===== src/rtl/dco_pkg.sv =====
// Package of constants, register map and carrier types for the clock output control block.
package dco_pkg;

  // ----------------------------------------------------------------
  // Register map (AXI4-Lite byte addresses)
  // ----------------------------------------------------------------
  localparam logic [3:0] DCO_ADDR_CTRL = 4'h0;
  localparam logic [3:0] DCO_ADDR_OE = 4'h4;
  localparam logic [3:0] DCO_ADDR_STAT = 4'h8;

  // Control register field positions.
  localparam int DCO_BIT_HALF_N = 0;
  localparam int DCO_BIT_BYPASS_N = 1;
  localparam int DCO_BIT_WIDE_BW_N = 2;
  localparam int DCO_BIT_STOP_TRI = 3;

  // Reset values.
  localparam logic [3:0] DCO_CTRL_RST = 4'h7;
  localparam logic [7:0] DCO_OE_RST = 8'hFF;
  localparam logic [7:0] DCO_STOPPABLE_RST = 8'hFF;

  localparam logic [1:0] DCO_RESP_OKAY = 2'h0;
  localparam logic [1:0] DCO_RESP_SLVERR = 2'h2;

  // ----------------------------------------------------------------
  // Timing
  // ----------------------------------------------------------------
  localparam int DCO_CLK_NS = 50;
  localparam int DCO_PARK_HIGH_NS = 15;
  // Longest time, rounded down, never below one cycle.
  localparam int DCO_PARK_HIGH_CYC =
    (DCO_PARK_HIGH_NS / DCO_CLK_NS) < 1 ? 1 : (DCO_PARK_HIGH_NS / DCO_CLK_NS);
  localparam int DCO_LAT_MIN_PER = 2;
  localparam int DCO_LAT_MAX_PER = 6;

  // ----------------------------------------------------------------
  // Carrier types
  // ----------------------------------------------------------------
  typedef enum logic [1:0] {
    DCO_RUN,
    DCO_PARK_HI,
    DCO_FLOAT
  } dco_leg_mode_t;

  // The last member is bit zero, so the register word maps straight onto the fields.
  typedef struct packed {
    logic stop_tri;
    logic wide_bw_n;
    logic bypass_n;
    logic half_rate_n;
  } dco_ctrl_t;

endpackage : dco_pkg


===== src/rtl/dco_top.sv =====
// Differential clock output control: gating, stop, divide and mode select with AXI4-Lite registers.
// Function
// - On stop release, restart stopped pairs together, within two to six output periods.
// - With stop tri-state set, drive true leg high within 15 ns of release; here one 50 ns clock cycle after the release is debounced.
// - Enable pins active high when strap is zero, active low when one.
// - Pair tri-stated unless both register bit and pin enable it.
// - Newly enabled pair restarts glitch-free within two to six output periods.
// - On enable, true leg driven high within 15 ns before toggling; here within one 50 ns reference clock cycle.
// - On disable, pair goes to tri-state glitch-free within two to six periods.
// - Half-rate register bit written zero selects half rate, else full rate.
// - Entering half rate switches all pairs glitch-free within two to six periods.
// - Leaving half rate returns all pairs glitch-free within two to six periods.
// - Bypass when register bit zero or bypass pin low; else PLL mode.
// - Bypass routes reference straight to outputs; PLL mode routes through PLL.
// - Wide bandwidth when register bit zero or bandwidth pin low.
// - Stop request accepted only after stable over two complement rising edges.
// - Polarity strap sampled once after reset, fixing input active levels.
// - Stopped pair parks: bit zero true high, complement float; bit one both float.
// - Pair disabled by enable stays tri-stated regardless of stop drive mode.
//
// Chosen here: the register offsets and register access over AXI4-Lite.
`timescale 1ns/1ps
module dco_top
  import dco_pkg::*;
#(
  parameter int NPAIRS = 4,
  parameter int NPINS = 2
) (
  input wire logic REF_CLK_I,
  input wire logic RST_I,
  // Reference clock sampled as a level; in bypass the output legs are rebuilt from it.
  input wire logic REF_LEVEL_I,
  input wire logic PLL_LEVEL_I,
  input wire logic POLARITY_STRAP_I,
  input wire logic CLOCK_STOP_REQUEST_I,
  input wire logic POWER_DOWN_REQUEST_I,
  input wire logic [NPINS-1:0] OE_PIN_I,
  input wire logic PLL_SELECT_PIN_I,
  input wire logic WIDE_BANDWIDTH_SELECT_N_I,
  input wire logic [3:0] S_AXI_AWADDR,
  input wire logic S_AXI_AWVALID,
  output logic S_AXI_AWREADY,
  input wire logic [31:0] S_AXI_WDATA,
  input wire logic [3:0] S_AXI_WSTRB,
  input wire logic S_AXI_WVALID,
  output logic S_AXI_WREADY,
  output logic [1:0] S_AXI_BRESP,
  output logic S_AXI_BVALID,
  input wire logic S_AXI_BREADY,
  input wire logic [3:0] S_AXI_ARADDR,
  input wire logic S_AXI_ARVALID,
  output logic S_AXI_ARREADY,
  output logic [31:0] S_AXI_RDATA,
  output logic [1:0] S_AXI_RRESP,
  output logic S_AXI_RVALID,
  input wire logic S_AXI_RREADY,
  output logic [NPAIRS-1:0] TRUE_OUTPUT_LEG_O,
  output logic [NPAIRS-1:0] TRUE_OUTPUT_LEG_OE_O,
  output logic [NPAIRS-1:0] COMPLEMENT_OUTPUT_LEG_O,
  output logic [NPAIRS-1:0] COMPLEMENT_OUTPUT_LEG_OE_O,
  output logic BYPASS_MODE_O,
  output logic WIDE_BANDWIDTH_O,
  output logic POWER_DOWN_O
);

  // ----------------------------------------------------------------
  // Elaboration checks
  // ----------------------------------------------------------------
  if (NPAIRS < 1 || NPAIRS > 8) begin : g_chk_pairs
    $error("NPAIRS must be 1 to 8.");
  end
  if (NPINS < 1 || NPINS > NPAIRS) begin : g_chk_pins
    $error("NPINS must be 1 to NPAIRS.");
  end

  // ----------------------------------------------------------------
  // State
  // ----------------------------------------------------------------
  typedef struct packed {
    logic strap_done;
    logic strap;
    logic [1:0] stop_sync;
    logic [1:0] pd_sync;
    logic [1:0] stop_hist;
    logic stop_acc;
    logic [1:0] src_sync;
    logic src_prev;
    logic div_ph;
    logic half_act;
    logic phase;
    logic [NPAIRS-1:0] run;
    logic [NPAIRS-1:0] tl;
    logic [NPAIRS-1:0] tl_oe;
    logic [NPAIRS-1:0] cl;
    logic [NPAIRS-1:0] cl_oe;
    dco_ctrl_t ctrl;
    logic [7:0] oe_reg;
    logic [7:0] stoppable;
    logic aw_hold;
    logic aw_rdy;
    logic [3:0] aw_addr;
    logic w_hold;
    logic w_rdy;
    logic [31:0] w_data;
    logic bvalid;
    logic [1:0] bresp;
    logic rvalid;
    logic ar_rdy;
    logic [31:0] rdata;
    logic [1:0] rresp;
    logic bypass;
    logic wide_bw;
    logic pd;
  } dco_state_t;

  dco_state_t s_q;
  dco_state_t s_d;

  logic [NPAIRS-1:0] pin_en;
  logic [NPAIRS-1:0] want_run;
  logic [NPAIRS-1:0] want_stop;

  // Pairs beyond the pin count share the last pin.
  for (genvar i = 0; i < NPAIRS; i++) begin : g_pair
    localparam int PIN = (i < NPINS) ? i : NPINS - 1;
    // Pin polarity follows the strap latched after reset.
    assign pin_en[i] = OE_PIN_I[PIN] ^ s_q.strap;
    assign want_run[i] = pin_en[i] & s_q.oe_reg[i];
    assign want_stop[i] = s_q.stop_acc & s_q.stoppable[i];
  end

  // ----------------------------------------------------------------
  // Next state
  // ----------------------------------------------------------------
  always_comb begin
    logic src_lvl;
    logic out_lvl;
    logic fall;
    logic rise_c;
    logic aw_go;
    logic w_go;
    dco_leg_mode_t mode;
    src_lvl = 1'b0;
    out_lvl = 1'b0;
    fall = 1'b0;
    rise_c = 1'b0;
    aw_go = 1'b0;
    w_go = 1'b0;
    mode = DCO_FLOAT;
    s_d = s_q;

    // ----------------------------------------------------------------
    // Polarity strap
    // ----------------------------------------------------------------
    // Strap is caught once on the first clock after reset release.
    if (!s_q.strap_done) begin
      s_d.strap = POLARITY_STRAP_I;
      s_d.strap_done = 1'b1;
    end

    // ----------------------------------------------------------------
    // Control inputs
    // ----------------------------------------------------------------
    // Two-stage synchronisers; only stage one feeds stage two.
    s_d.stop_sync = {s_q.stop_sync[0], CLOCK_STOP_REQUEST_I};
    s_d.pd_sync = {s_q.pd_sync[0], POWER_DOWN_REQUEST_I};
    s_d.pd = s_q.pd_sync[1] ^ ~s_q.strap;

    // ----------------------------------------------------------------
    // Output phase and divider
    // ----------------------------------------------------------------
    // Bypass routes the raw reference, PLL mode the PLL's clock.
    src_lvl = s_q.bypass ? REF_LEVEL_I : PLL_LEVEL_I;
    s_d.src_sync = {s_q.src_sync[0], src_lvl};
    fall = s_q.src_prev & ~s_q.src_sync[1];
    s_d.src_prev = s_q.src_sync[1];

    // Output phase: in half rate the divider toggles on every source fall and drives the output; in full rate it is held at zero.
    if (fall) begin
      s_d.div_ph = ~s_q.div_ph;
    end
    out_lvl = s_q.half_act ? s_q.div_ph : s_q.src_sync[1];
    s_d.phase = out_lvl;
    rise_c = s_q.phase & ~out_lvl;

    // ----------------------------------------------------------------
    // Stop debounce
    // ----------------------------------------------------------------
    // Stop request must hold over two complement rising edges.
    if (rise_c) begin
      s_d.stop_hist = {s_q.stop_hist[0], s_q.stop_sync[1] ^ ~s_q.strap};
      if (s_q.stop_hist[0] == (s_q.stop_sync[1] ^ ~s_q.strap)) begin
        s_d.stop_acc = s_q.stop_hist[0];
      end
    end

    // Divider and gating change only at true-leg low; no runt pulse.
    if (!out_lvl && s_q.phase) begin
      s_d.half_act = ~s_q.ctrl.half_rate_n;
      s_d.div_ph = 1'b0;
      for (int k = 0; k < NPAIRS; k++) begin
        s_d.run[k] = want_run[k] & ~want_stop[k] & ~s_q.pd;
      end
    end

    // ----------------------------------------------------------------
    // Leg drive
    // ----------------------------------------------------------------
    for (int k = 0; k < NPAIRS; k++) begin
      if (s_q.run[k]) begin
        mode = DCO_RUN;
      end else if (!want_run[k]) begin
        // Disabled pairs float whatever the stop drive mode is.
        mode = DCO_FLOAT;
      end else if (want_stop[k] && s_q.ctrl.stop_tri) begin
        mode = DCO_FLOAT;
      end else begin
        // Enabled but not yet running: true leg high within one cycle.
        mode = DCO_PARK_HI;
      end
      case (mode)
        DCO_RUN: begin
          s_d.tl[k] = out_lvl;
          s_d.tl_oe[k] = 1'b1;
          s_d.cl[k] = ~out_lvl;
          s_d.cl_oe[k] = 1'b1;
        end
        DCO_PARK_HI: begin
          s_d.tl[k] = 1'b1;
          s_d.tl_oe[k] = 1'b1;
          s_d.cl[k] = 1'b0;
          s_d.cl_oe[k] = 1'b0;
        end
        default: begin
          s_d.tl[k] = 1'b0;
          s_d.tl_oe[k] = 1'b0;
          s_d.cl[k] = 1'b0;
          s_d.cl_oe[k] = 1'b0;
        end
      endcase
    end

    // ----------------------------------------------------------------
    // Mode pins
    // ----------------------------------------------------------------
    s_d.bypass = ~s_q.ctrl.bypass_n | ~PLL_SELECT_PIN_I;
    s_d.wide_bw = ~s_q.ctrl.wide_bw_n | ~WIDE_BANDWIDTH_SELECT_N_I;

    // ----------------------------------------------------------------
    // AXI4-Lite slave
    // ----------------------------------------------------------------
    aw_go = S_AXI_AWVALID & ~s_q.aw_hold;
    w_go = S_AXI_WVALID & ~s_q.w_hold;
    if (aw_go) begin
      s_d.aw_hold = 1'b1;
      s_d.aw_addr = S_AXI_AWADDR;
    end
    if (w_go) begin
      s_d.w_hold = 1'b1;
      s_d.w_data = S_AXI_WDATA;
    end
    if (s_q.aw_hold && s_q.w_hold && !s_q.bvalid) begin
      s_d.bvalid = 1'b1;
      s_d.bresp = DCO_RESP_OKAY;
      s_d.aw_hold = 1'b0;
      s_d.w_hold = 1'b0;
      if (S_AXI_WSTRB[0]) begin
        case (s_q.aw_addr)
          DCO_ADDR_CTRL: s_d.ctrl = s_q.w_data[3:0];
          DCO_ADDR_OE: begin
            s_d.oe_reg = s_q.w_data[7:0];
            s_d.stoppable = s_q.w_data[15:8];
          end
          DCO_ADDR_STAT: s_d.bresp = DCO_RESP_SLVERR;
          default: s_d.bresp = DCO_RESP_SLVERR;
        endcase
      end else if (s_q.aw_addr != DCO_ADDR_CTRL && s_q.aw_addr != DCO_ADDR_OE) begin
        s_d.bresp = DCO_RESP_SLVERR;
      end
    end
    if (s_q.bvalid && S_AXI_BREADY) begin
      s_d.bvalid = 1'b0;
    end
    if (S_AXI_ARVALID && !s_q.rvalid) begin
      s_d.rvalid = 1'b1;
      s_d.rresp = DCO_RESP_OKAY;
      case (S_AXI_ARADDR)
        DCO_ADDR_CTRL: s_d.rdata = {28'h0000000, s_q.ctrl};
        DCO_ADDR_OE: s_d.rdata = {16'h0000, s_q.stoppable, s_q.oe_reg};
        DCO_ADDR_STAT: s_d.rdata = {8'h00, 8'(s_q.run), 8'h00, 3'h0,
          s_q.pd, s_q.stop_acc, s_q.half_act, s_q.wide_bw, s_q.bypass};
        default: begin
          s_d.rdata = 32'h00000000;
          s_d.rresp = DCO_RESP_SLVERR;
        end
      endcase
    end else if (s_q.rvalid && S_AXI_RREADY) begin
      s_d.rvalid = 1'b0;
    end

    // ----------------------------------------------------------------
    // Bus readies
    // ----------------------------------------------------------------
    // Readies are kept as flops of their own so the bus sees register outputs.
    s_d.aw_rdy = ~s_d.aw_hold;
    s_d.w_rdy = ~s_d.w_hold;
    s_d.ar_rdy = ~s_d.rvalid;
  end

  always_ff @(posedge REF_CLK_I) begin
    if (RST_I) begin
      s_q <= '0;
      s_q.ctrl <= DCO_CTRL_RST;
      s_q.oe_reg <= DCO_OE_RST;
      s_q.stoppable <= DCO_STOPPABLE_RST;
      s_q.aw_rdy <= 1'b1;
      s_q.w_rdy <= 1'b1;
      s_q.ar_rdy <= 1'b1;
    end else begin
      s_q <= s_d;
    end
  end

  // ----------------------------------------------------------------
  // Outputs
  // ----------------------------------------------------------------
  assign S_AXI_AWREADY = s_q.aw_rdy;
  assign S_AXI_WREADY = s_q.w_rdy;
  assign S_AXI_BVALID = s_q.bvalid;
  assign S_AXI_BRESP = s_q.bresp;
  assign S_AXI_ARREADY = s_q.ar_rdy;
  assign S_AXI_RVALID = s_q.rvalid;
  assign S_AXI_RDATA = s_q.rdata;
  assign S_AXI_RRESP = s_q.rresp;
  assign TRUE_OUTPUT_LEG_O = s_q.tl;
  assign TRUE_OUTPUT_LEG_OE_O = s_q.tl_oe;
  assign COMPLEMENT_OUTPUT_LEG_O = s_q.cl;
  assign COMPLEMENT_OUTPUT_LEG_OE_O = s_q.cl_oe;
  assign BYPASS_MODE_O = s_q.bypass;
  assign WIDE_BANDWIDTH_O = s_q.wide_bw;
  assign POWER_DOWN_O = s_q.pd;

endmodule // dco_top


===== config.mk =====
export PLATFORM = sky130hd
export DESIGN_NAME = dco_top
export DESIGN_NICKNAME = d
export VERILOG_FILES = /design/src/rtl/dco_pkg.sv /design/src/rtl/dco_top.sv
export SDC_FILE = /design/constraint.sdc
export NUM_CORES = 1
export LEC_CHECK = 0
export BUFFER_PORTS_ARGS = -buffer_cell sky130_fd_sc_hd__buf_2
export CAP_MARGIN = 30
export CORE_MARGIN = 1.5
export CORE_UTILIZATION = 50
export DETAILED_ROUTE_END_ITERATION = 8
export GPL_TIMING_DRIVEN = 0
export PLACE_DENSITY = 0.77
export REMOVE_ABC_BUFFERS = 1
export SETUP_SLACK_MARGIN = 0.4
export SLEW_MARGIN = 20
export SYNTH_ARGS = -nofsm -noshare
export SYNTH_HDL_FRONTEND = slang
export SYNTH_SLANG_ARGS = --single-unit

===== constraint.sdc =====
create_clock -name REF_CLK_I -period 1.6 [get_ports REF_CLK_I]
set_input_delay 0.48 -clock REF_CLK_I [delete_from_list [all_inputs] [get_ports REF_CLK_I]]
set_output_delay 0.48 -clock REF_CLK_I [all_outputs]
set_load 0.01 [all_outputs]

==> results of run 1 <==
cells in the mapped netlist, types with 2 or more instances:
| cell type | number |
|---|---|
| a22oi_1 | 10 |
| nor2_2 | 10 |
| nand2_1 | 46 |
| nor3_1 | 9 |
| dfxtp_1 | 106 |
| o21ai_1 | 2 |
| inv_1 | 10 |
| a22oi_2 | 10 |
| nand3_1 | 8 |
| xor2_1 | 2 |
| buf_1 | 5 |
| o21ai_0 | 7 |
| a22o_1 | 4 |
| buf_2 | 11 |
| buf_6 | 2 |
| clkbuf_1 | 7 |
| a21oi_1 | 54 |
| buf_4 | 54 |
| nor3_2 | 15 |
| nor2_1 | 47 |
| nor2b_1 | 9 |
| a32oi_1 | 3 |
| nand4_1 | 4 |
| mux2i_1 | 8 |
critical path: stages, from the launching register on:
cell,delay (ns)
dfxtp_2,0.35
nand2b_4,0.18
nor4b_4,0.26
buf_4,0.19
clkbuf_16,0.15
a22oi_2,0.05
nor2_2,0.09
registers in the layout, summed over array words and instances (netlist names), 4 cells and up:
name,cells
TRUE_OUTPUT_LEG_O,4
s_q,56
s_d,4
TRUE_OUTPUT_LEG_OE_O,4
S_AXI_RDATA,20
COMPLEMENT_OUTPUT_LEG_OE_O,4
COMPLEMENT_OUTPUT_LEG_O,4
power groups by stage:
stage / registers (µW) / logic (µW) / clock network [µW]
finish: 2810 / 568 / 1890
global placement: 2850 / 418 / 0
global route: 2820 / 620 / 2020
floorplan: 2870 / 213 / 0
detailed placement: 2860 / 441 / 0
CTS: 2800 / 520 / 1910
stage by stage:
step            util  instances
2_1_floorplan      -        403
3_3_place_gp   0.533        594
3_5_place_dp   0.542        597
4_1_cts        0.643        642
5_1_grt        0.680        658
6_report       0.680        658
worst max-delay path by stage:
| stage | to |
|---|---|
| after floorplan | s_q[82]$_SDFFE_PP1P_ |
| after global placement | S_AXI_RDATA[1]$_SDFFE_PP0P_ |
| after detailed placement | S_AXI_RDATA[12]$_SDFFE_PP0P_ |
| after CTS | S_AXI_RVALID |
| after global routing | s_q[82]$_SDFFE_PP1P_ |
| final | S_AXI_RDATA[6]$_SDFFE_PP0P_ |
cells in the final DEF, fill, tap and decap left out, types with 10 or more instances in the layout:
cell type,netlist,layout
dfxtp_1,106,63
nor2_1,47,47
nand2_1,46,46
buf_2,11,45
a21oi_1,54,43
buf_6,2,42
dfxtp_2,0,40
buf_4,54,37
nor3_2,15,18
conb_1,1,14
a22oi_2,10,12
clkbuf_8,0,12
a21oi_2,0,11
inv_1,10,10
nor2_2,10,10
kinds of logic (layout without fill, tap and decap cells):
group           after synthesis  in the layout  synth area share
xor+xnor                      4              4            0.0123
other cells                   1             14          0.000859
buf+inv                      89            159             0.130
simple gates                166            167             0.210
compound gates               94             94             0.140
flops                       106            106             0.486
mux                           9              9            0.0209
cell type report:
| class | instances | area (µm²) | area share |
|---|---|---|---|
| well taps | 105 | 131 | 0.0232 |
| clock buffers | 12 | 165 | 0.0291 |
| repair buffers | 133 | 1190 | 0.210 |
| clock inverters | 4 | 72.6 | 0.0128 |
| flip-flops and latches | 106 | 2180 | 0.385 |
| inverters | 10 | 37.5 | 0.00662 |
| multi-input cells | 288 | 1890 | 0.333 |
metal layers:
metal  GRT usage  share of wire  vias up
li1            -              -     1677
met3      0.0368          0.040       21
met1       0.243           0.41     1581
met5           0              0        -
met4       0.105          0.028        0
met2       0.355           0.52      104
timing repair:
action,CTS,global route
pin swaps,8,13
resized for setup,94,35
buffers inserted,28,12
endpoints found under the setup margin,117,102
hold endpoints to repair,0,0
cloned,1,4
==> out/metrics.yaml, run 1 <==
cts_hold_buffers: 0
r2r_start: "S_AXI_RVALID$_SDFF_PP0_"
worstHoldEndpoint: "BYPASS_MODE_O$_SDFF_PP0_"
cts-root-buf: "clkbuf_8"
routabilityCongestion: 0.823
maxSlewViolCount: 0
post_synth_main_area_contributors: "dfxtp_1, buf_4, a21oi_1"
drt_wl_total_mm: 9.78
clock_skew_ns: 0.0124
async_reset_ff_frac: 0
dieHeight_um: 96.4
dieArea_um2: 9300
io_buffer_count: 86
synth_seq_cells: 106
crit_type: "reg -> reg"
seqPwrFrac: 0.534
drv_cap: 0
grt_max_degree: 66
dp_hpwl_mm: 5.90
dpl-instance-area_um2: 4520
avgSynthCellArea_um2: 9.31
hold_depth: 2
p_switching_uw: 1250
grt_pass1_vias: 3109
timing.reg2reg.setup_slack_ns: 0.27
whs_ns: 0.323
rsz0062_at_grt: "true"
synth_edf_count: 0
drc_errors: 0
dr.first_iter.drc_count: 161
rr_worst_depth: 6
fin_area_um2: 5670
status: "finished clean"
final_antenna_net_count: 0
timing.final.ws_setup_ns: 0.270
num_rows: 33
ys_warn_count: 0
clk_latency_ns: 0.36
start_util: 0.523
io_pins: 120
gr-usage-all-layers: 0.206
powerDensity_nw_per_um2: 929
cts_max_level: 3
power_frac_comb: 0.108
clkPwrFrac: 0.359
antenna_cells: 0
antenna_found_initial: 0
cp.arrival_ns: 1.62
endpoint_kind: "register"
area_delta_synth_final_pct: 29.9
cts_made_buffers: 9
yosysTopAreaCell: "dfxtp_1"
die_w_um: 96.4
ys.flop_type: "dfxtp_1"
required_ns: 1.89
cts_tree: "yes"
pre_cts_ws_ns: -0.458
ir_worst_vdd_v: 0.000536
fmax_mhz: 752
yosys.area.top_type_share: 0.486
grt-ovfl-total: 0
p_leak_uw: 0.00239
grt_first_pass_wirelength_mm: 14.7
p_int_uw: 4020
vias: 3383
layout.nets: 608
tns_ns: 0
finalPower_uw: 5270
avgRoutedWirePerCell_um: 14.9
yosysUniqueCellTypes: 50
cts_buffer_depth: 2
r2r-end: "S_AXI_RDATA[6]$_SDFFE_PP0P_"
core_um2: 8340
routed_via_density: 5.14
fillCellCount: 658
fin_crit_sh: 0.831
worstSetupStartpointType: "register"
swShare: 0.237
firstDrtPassIters: 5
critical_path.max_fanout: 6
synth_cells: 469
hold_viol_final: 0
cts_sinks: 106
min_path_type: "in -> reg"
clk_pin_slew_ns: 0.09
setup_viol: 0
drive_gt1_frac: 0.481
synth_area_um2: 4370
synth-seq-area-share: 0.486
post-route-min-period_ns: 1.33
min_from: "PLL_SELECT_PIN_I"
crit_start: "S_AXI_RVALID$_SDFF_PP0_"
Note: power is estimated with default switching activity, not from simulation.
==> run 2, diff against run 1 <==
CORE_UTILIZATION = 47   (was 50)
PLACE_DENSITY = 0.76   (was 0.77)
clock period = 1.07 ns   (was 1.6 ns; I/O delays follow)
==> run 2 against run 1 <==
Compared with the run above: die area increased by 6.2%; global-route usage fell by 1.5 points; sequential share of layout area down 1.4 points; worst hold slack worse by 0.18 ns; via count grew 1.7%; the run now ends with setup timing left; maximum frequency increased by 0.97%; largest power group unchanged; setup slack worse by 0.52 ns; utilization decreased by 1.5 points; largest cell class unchanged; flip-flop and latch count unchanged; routed wire length grew 2.9%; count of clock-buffer cells in the layout shrank 2.
==> out/metrics.yaml, run 2 (same netlist as run 1, synthesis figures left out) <==
status: "finished with violations"
violations: "setup timing"
routed_via_density: 5.21
fillCellCount: 670
r2r-end: "s_q[120]$_SDFFE_PP0P_"
dp_cells: 599
avgRoutedWirePerCell_um: 15.2
grt_max_degree: 49
cts-root-buf: "clkbuf_8"
route.met2.wl_mm: 5.32
rr_worst_depth: 4
clk_latency_ns: 0.35
vias: 3441
swShare: 0.257
start_util: 0.493
cts_buffer_depth: 2
die_w_um: 99.4
drive_gt1_frac: 0.566
fmax_mhz: 759
setup_viol: 103
layout.nets: 608
grt_first_pass_wirelength_mm: 15.1
crit_type: "reg -> reg"
cts_made_buffers: 9
timing.final.ws_setup_ns: -0.247
mostFrequentLayoutCells: "dfxtp_1, buf_2, buf_6"
final_common_cell: "dfxtp_1"
r2r_start: "s_q[123]$_SDFFE_PP0P_"
post-route-min-period_ns: 1.32
grt-ovfl-total: 0
clk_pin_slew_ns: 0.10
core_um2: 8850
hold_viol_final: 0
min_path_type: "in -> reg"
dp_hpwl_mm: 5.73
routabilityCongestion: 0.823
clock_skew_ns: 0.00863
dieHeight_um: 99.4
p_leak_uw: 0.00245
wl_met3_um: 385
fin_crit_sh: 1.23
finalPower_uw: 7760
rsz0062_at_grt: "true"
critPathMaxStageDelay_ns: 0.39
p_switching_uw: 1990
hold_depth: 2
dr.first_iter.drc_count: 143
endpoint_kind: "register"
grt_pass1_vias: 3263
worstHoldEndpoint: "WIDE_BANDWIDTH_O$_SDFF_PP0_"
p_int_uw: 5770
cp_cell_sequence: "mux2i_4, and4b_2, a32oi_2, nor2_1"
final_cells: 661
maxSlewViolCount: 0
seqPwrFrac: 0.542
crit_buf_inv: 0
final_antenna_net_count: 0
cts_max_level: 3
dpl-instance-area_um2: 4520
io_pins: 120
drt_wl_total_mm: 10.1
antenna_found_initial: 0
cts_tree: "yes"
fin_area_um2: 5880
powerDensity_nw_per_um2: 1320
required_ns: 1.36
drv_cap: 0
cp.arrival_ns: 1.61
worstSetupStartpointType: "register"
firstDrtPassIters: 4
antenna_cells: 0
dieArea_um2: 9880
wl_met1_mm: 4.06
critical_path.max_fanout: 4
fin_util: 0.665
whs_ns: 0.146
gr-usage-all-layers: 0.191
num_rows: 34
min_from: "WIDE_BANDWIDTH_SELECT_N_I"
ir_worst_vdd_v: 0.000897
drc_errors: 0
clkPwrFrac: 0.320
timing.reg2reg.setup_slack_ns: -0.25
cts_sinks: 106
critPathTopFamily: "simple AND/OR/NAND/NOR gates"
area_delta_synth_final_pct: 34.7
highest_layer: "met4"
largest_register: "s_q"
largest_reg_flops: 56
critical_path_depth: 4
io_buffer_count: 86
power_frac_comb: 0.138
worst_path_max_delay_cell: "dfxtp_4"
==> run 2: changes by cell type in the layout (fill, tap and decap cells not counted), sizes merged <==
| cell | change |
|---|---|
| nand2b | +1 |
| bufbuf | +1 |
| clkbuf | -4 |
| bufinv | -1 |
| inv | +1 |
| clkinv | +2 |
==> run 2: worst max-delay path by stage <==
stage                         startpoint                            to  slack [ns]
6_report           s_q[123]$_SDFFE_PP0P_         s_q[120]$_SDFFE_PP0P_       -0.25
5_1_grt            s_q[123]$_SDFFE_PP0P_         s_q[120]$_SDFFE_PP0P_       -0.29
4_1_cts             s_q[79]$_SDFFE_PP0P_          s_q[99]$_SDFFE_PP1P_       -0.20
3_5_place_dp               S_AXI_ARVALID  S_AXI_RDATA[12]$_SDFFE_PP0P_       -0.83
3_3_place_gp                       RST_I   S_AXI_RDATA[0]$_SDFFE_PP0P_       -1.63
2_1_floorplan  S_AXI_BVALID$_SDFFE_PP0P_          s_q[82]$_SDFFE_PP1P_       -0.71
==> run 2: power groups by stage <==
stage	combinational, µW	sequential, µW	clock (µW)
floorplan	318	4290	0
global placement	629	4270	0
detailed placement	656	4270	0
CTS	921	4200	2520
global route	1150	4220	2710
finish	1070	4210	2480
==> run 2: final cells by class <==
class                           instances  area [µm²]  share of cell area
Clock buffer                           10         138              0.0234
Clock inverter                          6        65.1              0.0111
Inverter                               10        37.5             0.00638
Multi-Input combinational cell        289        2140               0.365
Sequential cell                       106        2180               0.371
Tap cell                              108         135              0.0230
Timing Repair Buffer                  132        1180               0.200
==> run 2: layer usage <==
layer,GRT usage,vias up
met3,0.0295,26
met4,0.0748,0
met5,0,-
met2,0.355,96
met1,0.220,1643
li1,-,1676
==> run 2: timing repair <==
action	4_1_cts	5_1_grt
pin swaps	30	31
hold buffers	0	0
cloned	3	2
resized for setup	133	61
endpoints found under the setup margin	152	148
buffers inserted	31	10
==> run 2: stage by stage <==
| step | setup WS [ns] | TNS [ns] |
|---|---|---|
| floorplan | -0.709 | -19.50 |
| global placement | -1.63 | -125.05 |
| detailed placement | -0.830 | -36.72 |
| CTS | -0.195 | -9.79 |
| global route | -0.294 | -15.47 |
| finish | -0.247 | -9.84 |
==> run 3, diff against run 2 <==
BUFFER_PORTS_ARGS = not set   (was -buffer_cell sky130_fd_sc_hd__buf_2)
CORE_UTILIZATION = 50   (was 47)
DONT_BUFFER_PORTS = 1   (was not set)
PLACE_DENSITY = 0.68   (was 0.76)
==> run 3 against run 2 <==
Compared with the run above: the run still ends with setup timing left; flip-flop and latch count unchanged; count of clock-buffer cells in the layout unchanged; maximum frequency down 1.5%; via count fell by 16%.
==> out/metrics.yaml, run 3 (same netlist as run 1, synthesis figures left out) <==
die_w_um: 96.4
gr-usage-all-layers: 0.186
critical_path.max_fanout: 4
setup_viol: 64
critPathMaxStageDelay_ns: 0.39
largest_register: "s_q"
dieArea_um2: 9300
cts_buffer_depth: 2
clock_skew_ns: 0.0112
drc_errors: 0
rsz0062_at_grt: "true"
fin_crit_sh: 1.25
routed_via_density: 5.30
worstSetupStartpointType: "register"
dpl-instance-area_um2: 4050
cts_max_level: 3
largest_reg_flops: 56
fin_area_um2: 4970
violations: "setup timing"
grt_first_pass_wirelength_mm: 13.0
firstDrtPassIters: 4
grt_max_degree: 118
cts_hold_buffers: 0
io_buffer_count: 0
min_from: "PLL_SELECT_PIN_I"
required_ns: 1.35
cts_sinks: 106
dr.first_iter.drc_count: 143
area_delta_synth_final_pct: 13.9
crit_type: "reg -> reg"
avgRoutedWirePerCell_um: 15.6
mostFrequentLayoutCells: "dfxtp_1, nor2_1, dfxtp_2"
post-route-min-period_ns: 1.34
powerDensity_nw_per_um2: 1460
antenna_found_initial: 0
cp_cell_sequence: "mux2i_4, buf_6, and3_4, o21ai_1, a21oi_1"
num_rows: 33
cts_made_buffers: 9
fillCellCount: 703
grt_pass1_vias: 2612
vias: 2885
final_antenna_net_count: 0
cts_tree: "yes"
drt_wl_total_mm: 8.46
maxSlewViolCount: 0
dp_hpwl_mm: 5.13
layout.nets: 495
core_um2: 8340
ir_worst_vdd_v: 0.000628
start_util: 0.523
antenna_cells: 0
cts-root-buf: "clkbuf_8"
dieHeight_um: 96.4
tns_ns: -9.60
timing.final.ws_setup_ns: -0.268
final_common_cell: "dfxtp_1"
crit_start: "s_q[123]$_SDFFE_PP0P_"
endpoint_kind: "register"
regArea_um2: 2240
grt-ovfl-total: 0
hold_viol_final: 0
multi_input_area_um2: 2130
r2r_start: "s_q[123]$_SDFFE_PP0P_"
fmax_mhz: 748
min_path_type: "in -> reg"
worst_path_max_delay_cell: "dfxtp_4"
p_leak_uw: 0.00187
drive_gt1_frac: 0.485
clk_latency_ns: 0.36
routabilityCongestion: 0.894
status: "finished with violations"
drv_cap: 0
io_pins: 120
clk_pin_slew_ns: 0.09
cp.arrival_ns: 1.62
[run 3: repair_timing]
action	CTS	global route
cloned	2	0
pin swaps	17	29
resized for setup	122	66
endpoints found under the hold margin	0	11
endpoints found under the setup margin	139	142
buffers inserted	14	4
[run 3: cell type report]
type / count / share of cell area
timing repair buffer: 19 / 0.0478
clock buffer: 10 / 0.0277
tap: 105 / 0.0264
multi-input combinational: 289 / 0.429
inverter: 10 / 0.00755
clock inverter: 5 / 0.0111
sequential: 106 / 0.451
[run 3: stage by stage]
step	util	worst slack (ns)	hold WS, ns	total power (µW)	instances
finish	0.596	-0.268	0.0346	7240	544
global route	0.596	-0.324	0.000155	7550	544
CTS	0.564	-0.215	0.00690	7210	540
detailed placement	0.485	-0.839	0.406	4700	509
global placement	0.482	-1.03	0.405	4690	508
floorplan	-	-0.709	0.388	4610	403
[run 3: worst paths after layout]
path	endpoint	slack [ns]	depth (start not counted)
worst min register to register	s_q[132]$_SDFF_PP0_	0.45	1
worst max register to register	s_q[128]$_SDFFE_PP0P_	-0.27	5
worst min-delay path	BYPASS_MODE_O$_SDFF_PP0_	0.03	1
worst max-delay path	s_q[128]$_SDFFE_PP0P_	-0.27	5
[run 3: per-layer routing]
layer,global-route usage,part of all wire,vias to the layer above
met2,0.310,0.51,85
met5,0,0,-
met4,0.0797,0.017,0
li1,-,-,1450
met3,0.0532,0.057,11
met1,0.223,0.41,1339
[run 3: worst max-delay path: cells and delay by family, from the launching register on]
kind                   cells  cell delay, ns
AND/OR/NAND/NOR            1            0.19
flip-flops                 1            0.39
multiplexers               1            0.31
AO/OA/AOI/OAI              2            0.22
buffers and inverters      1            0.14
[run 3: power by group]
part	switching, µW	internal (µW)
Combinational	307	302
Sequential	150	4070
Clock	1290	1130
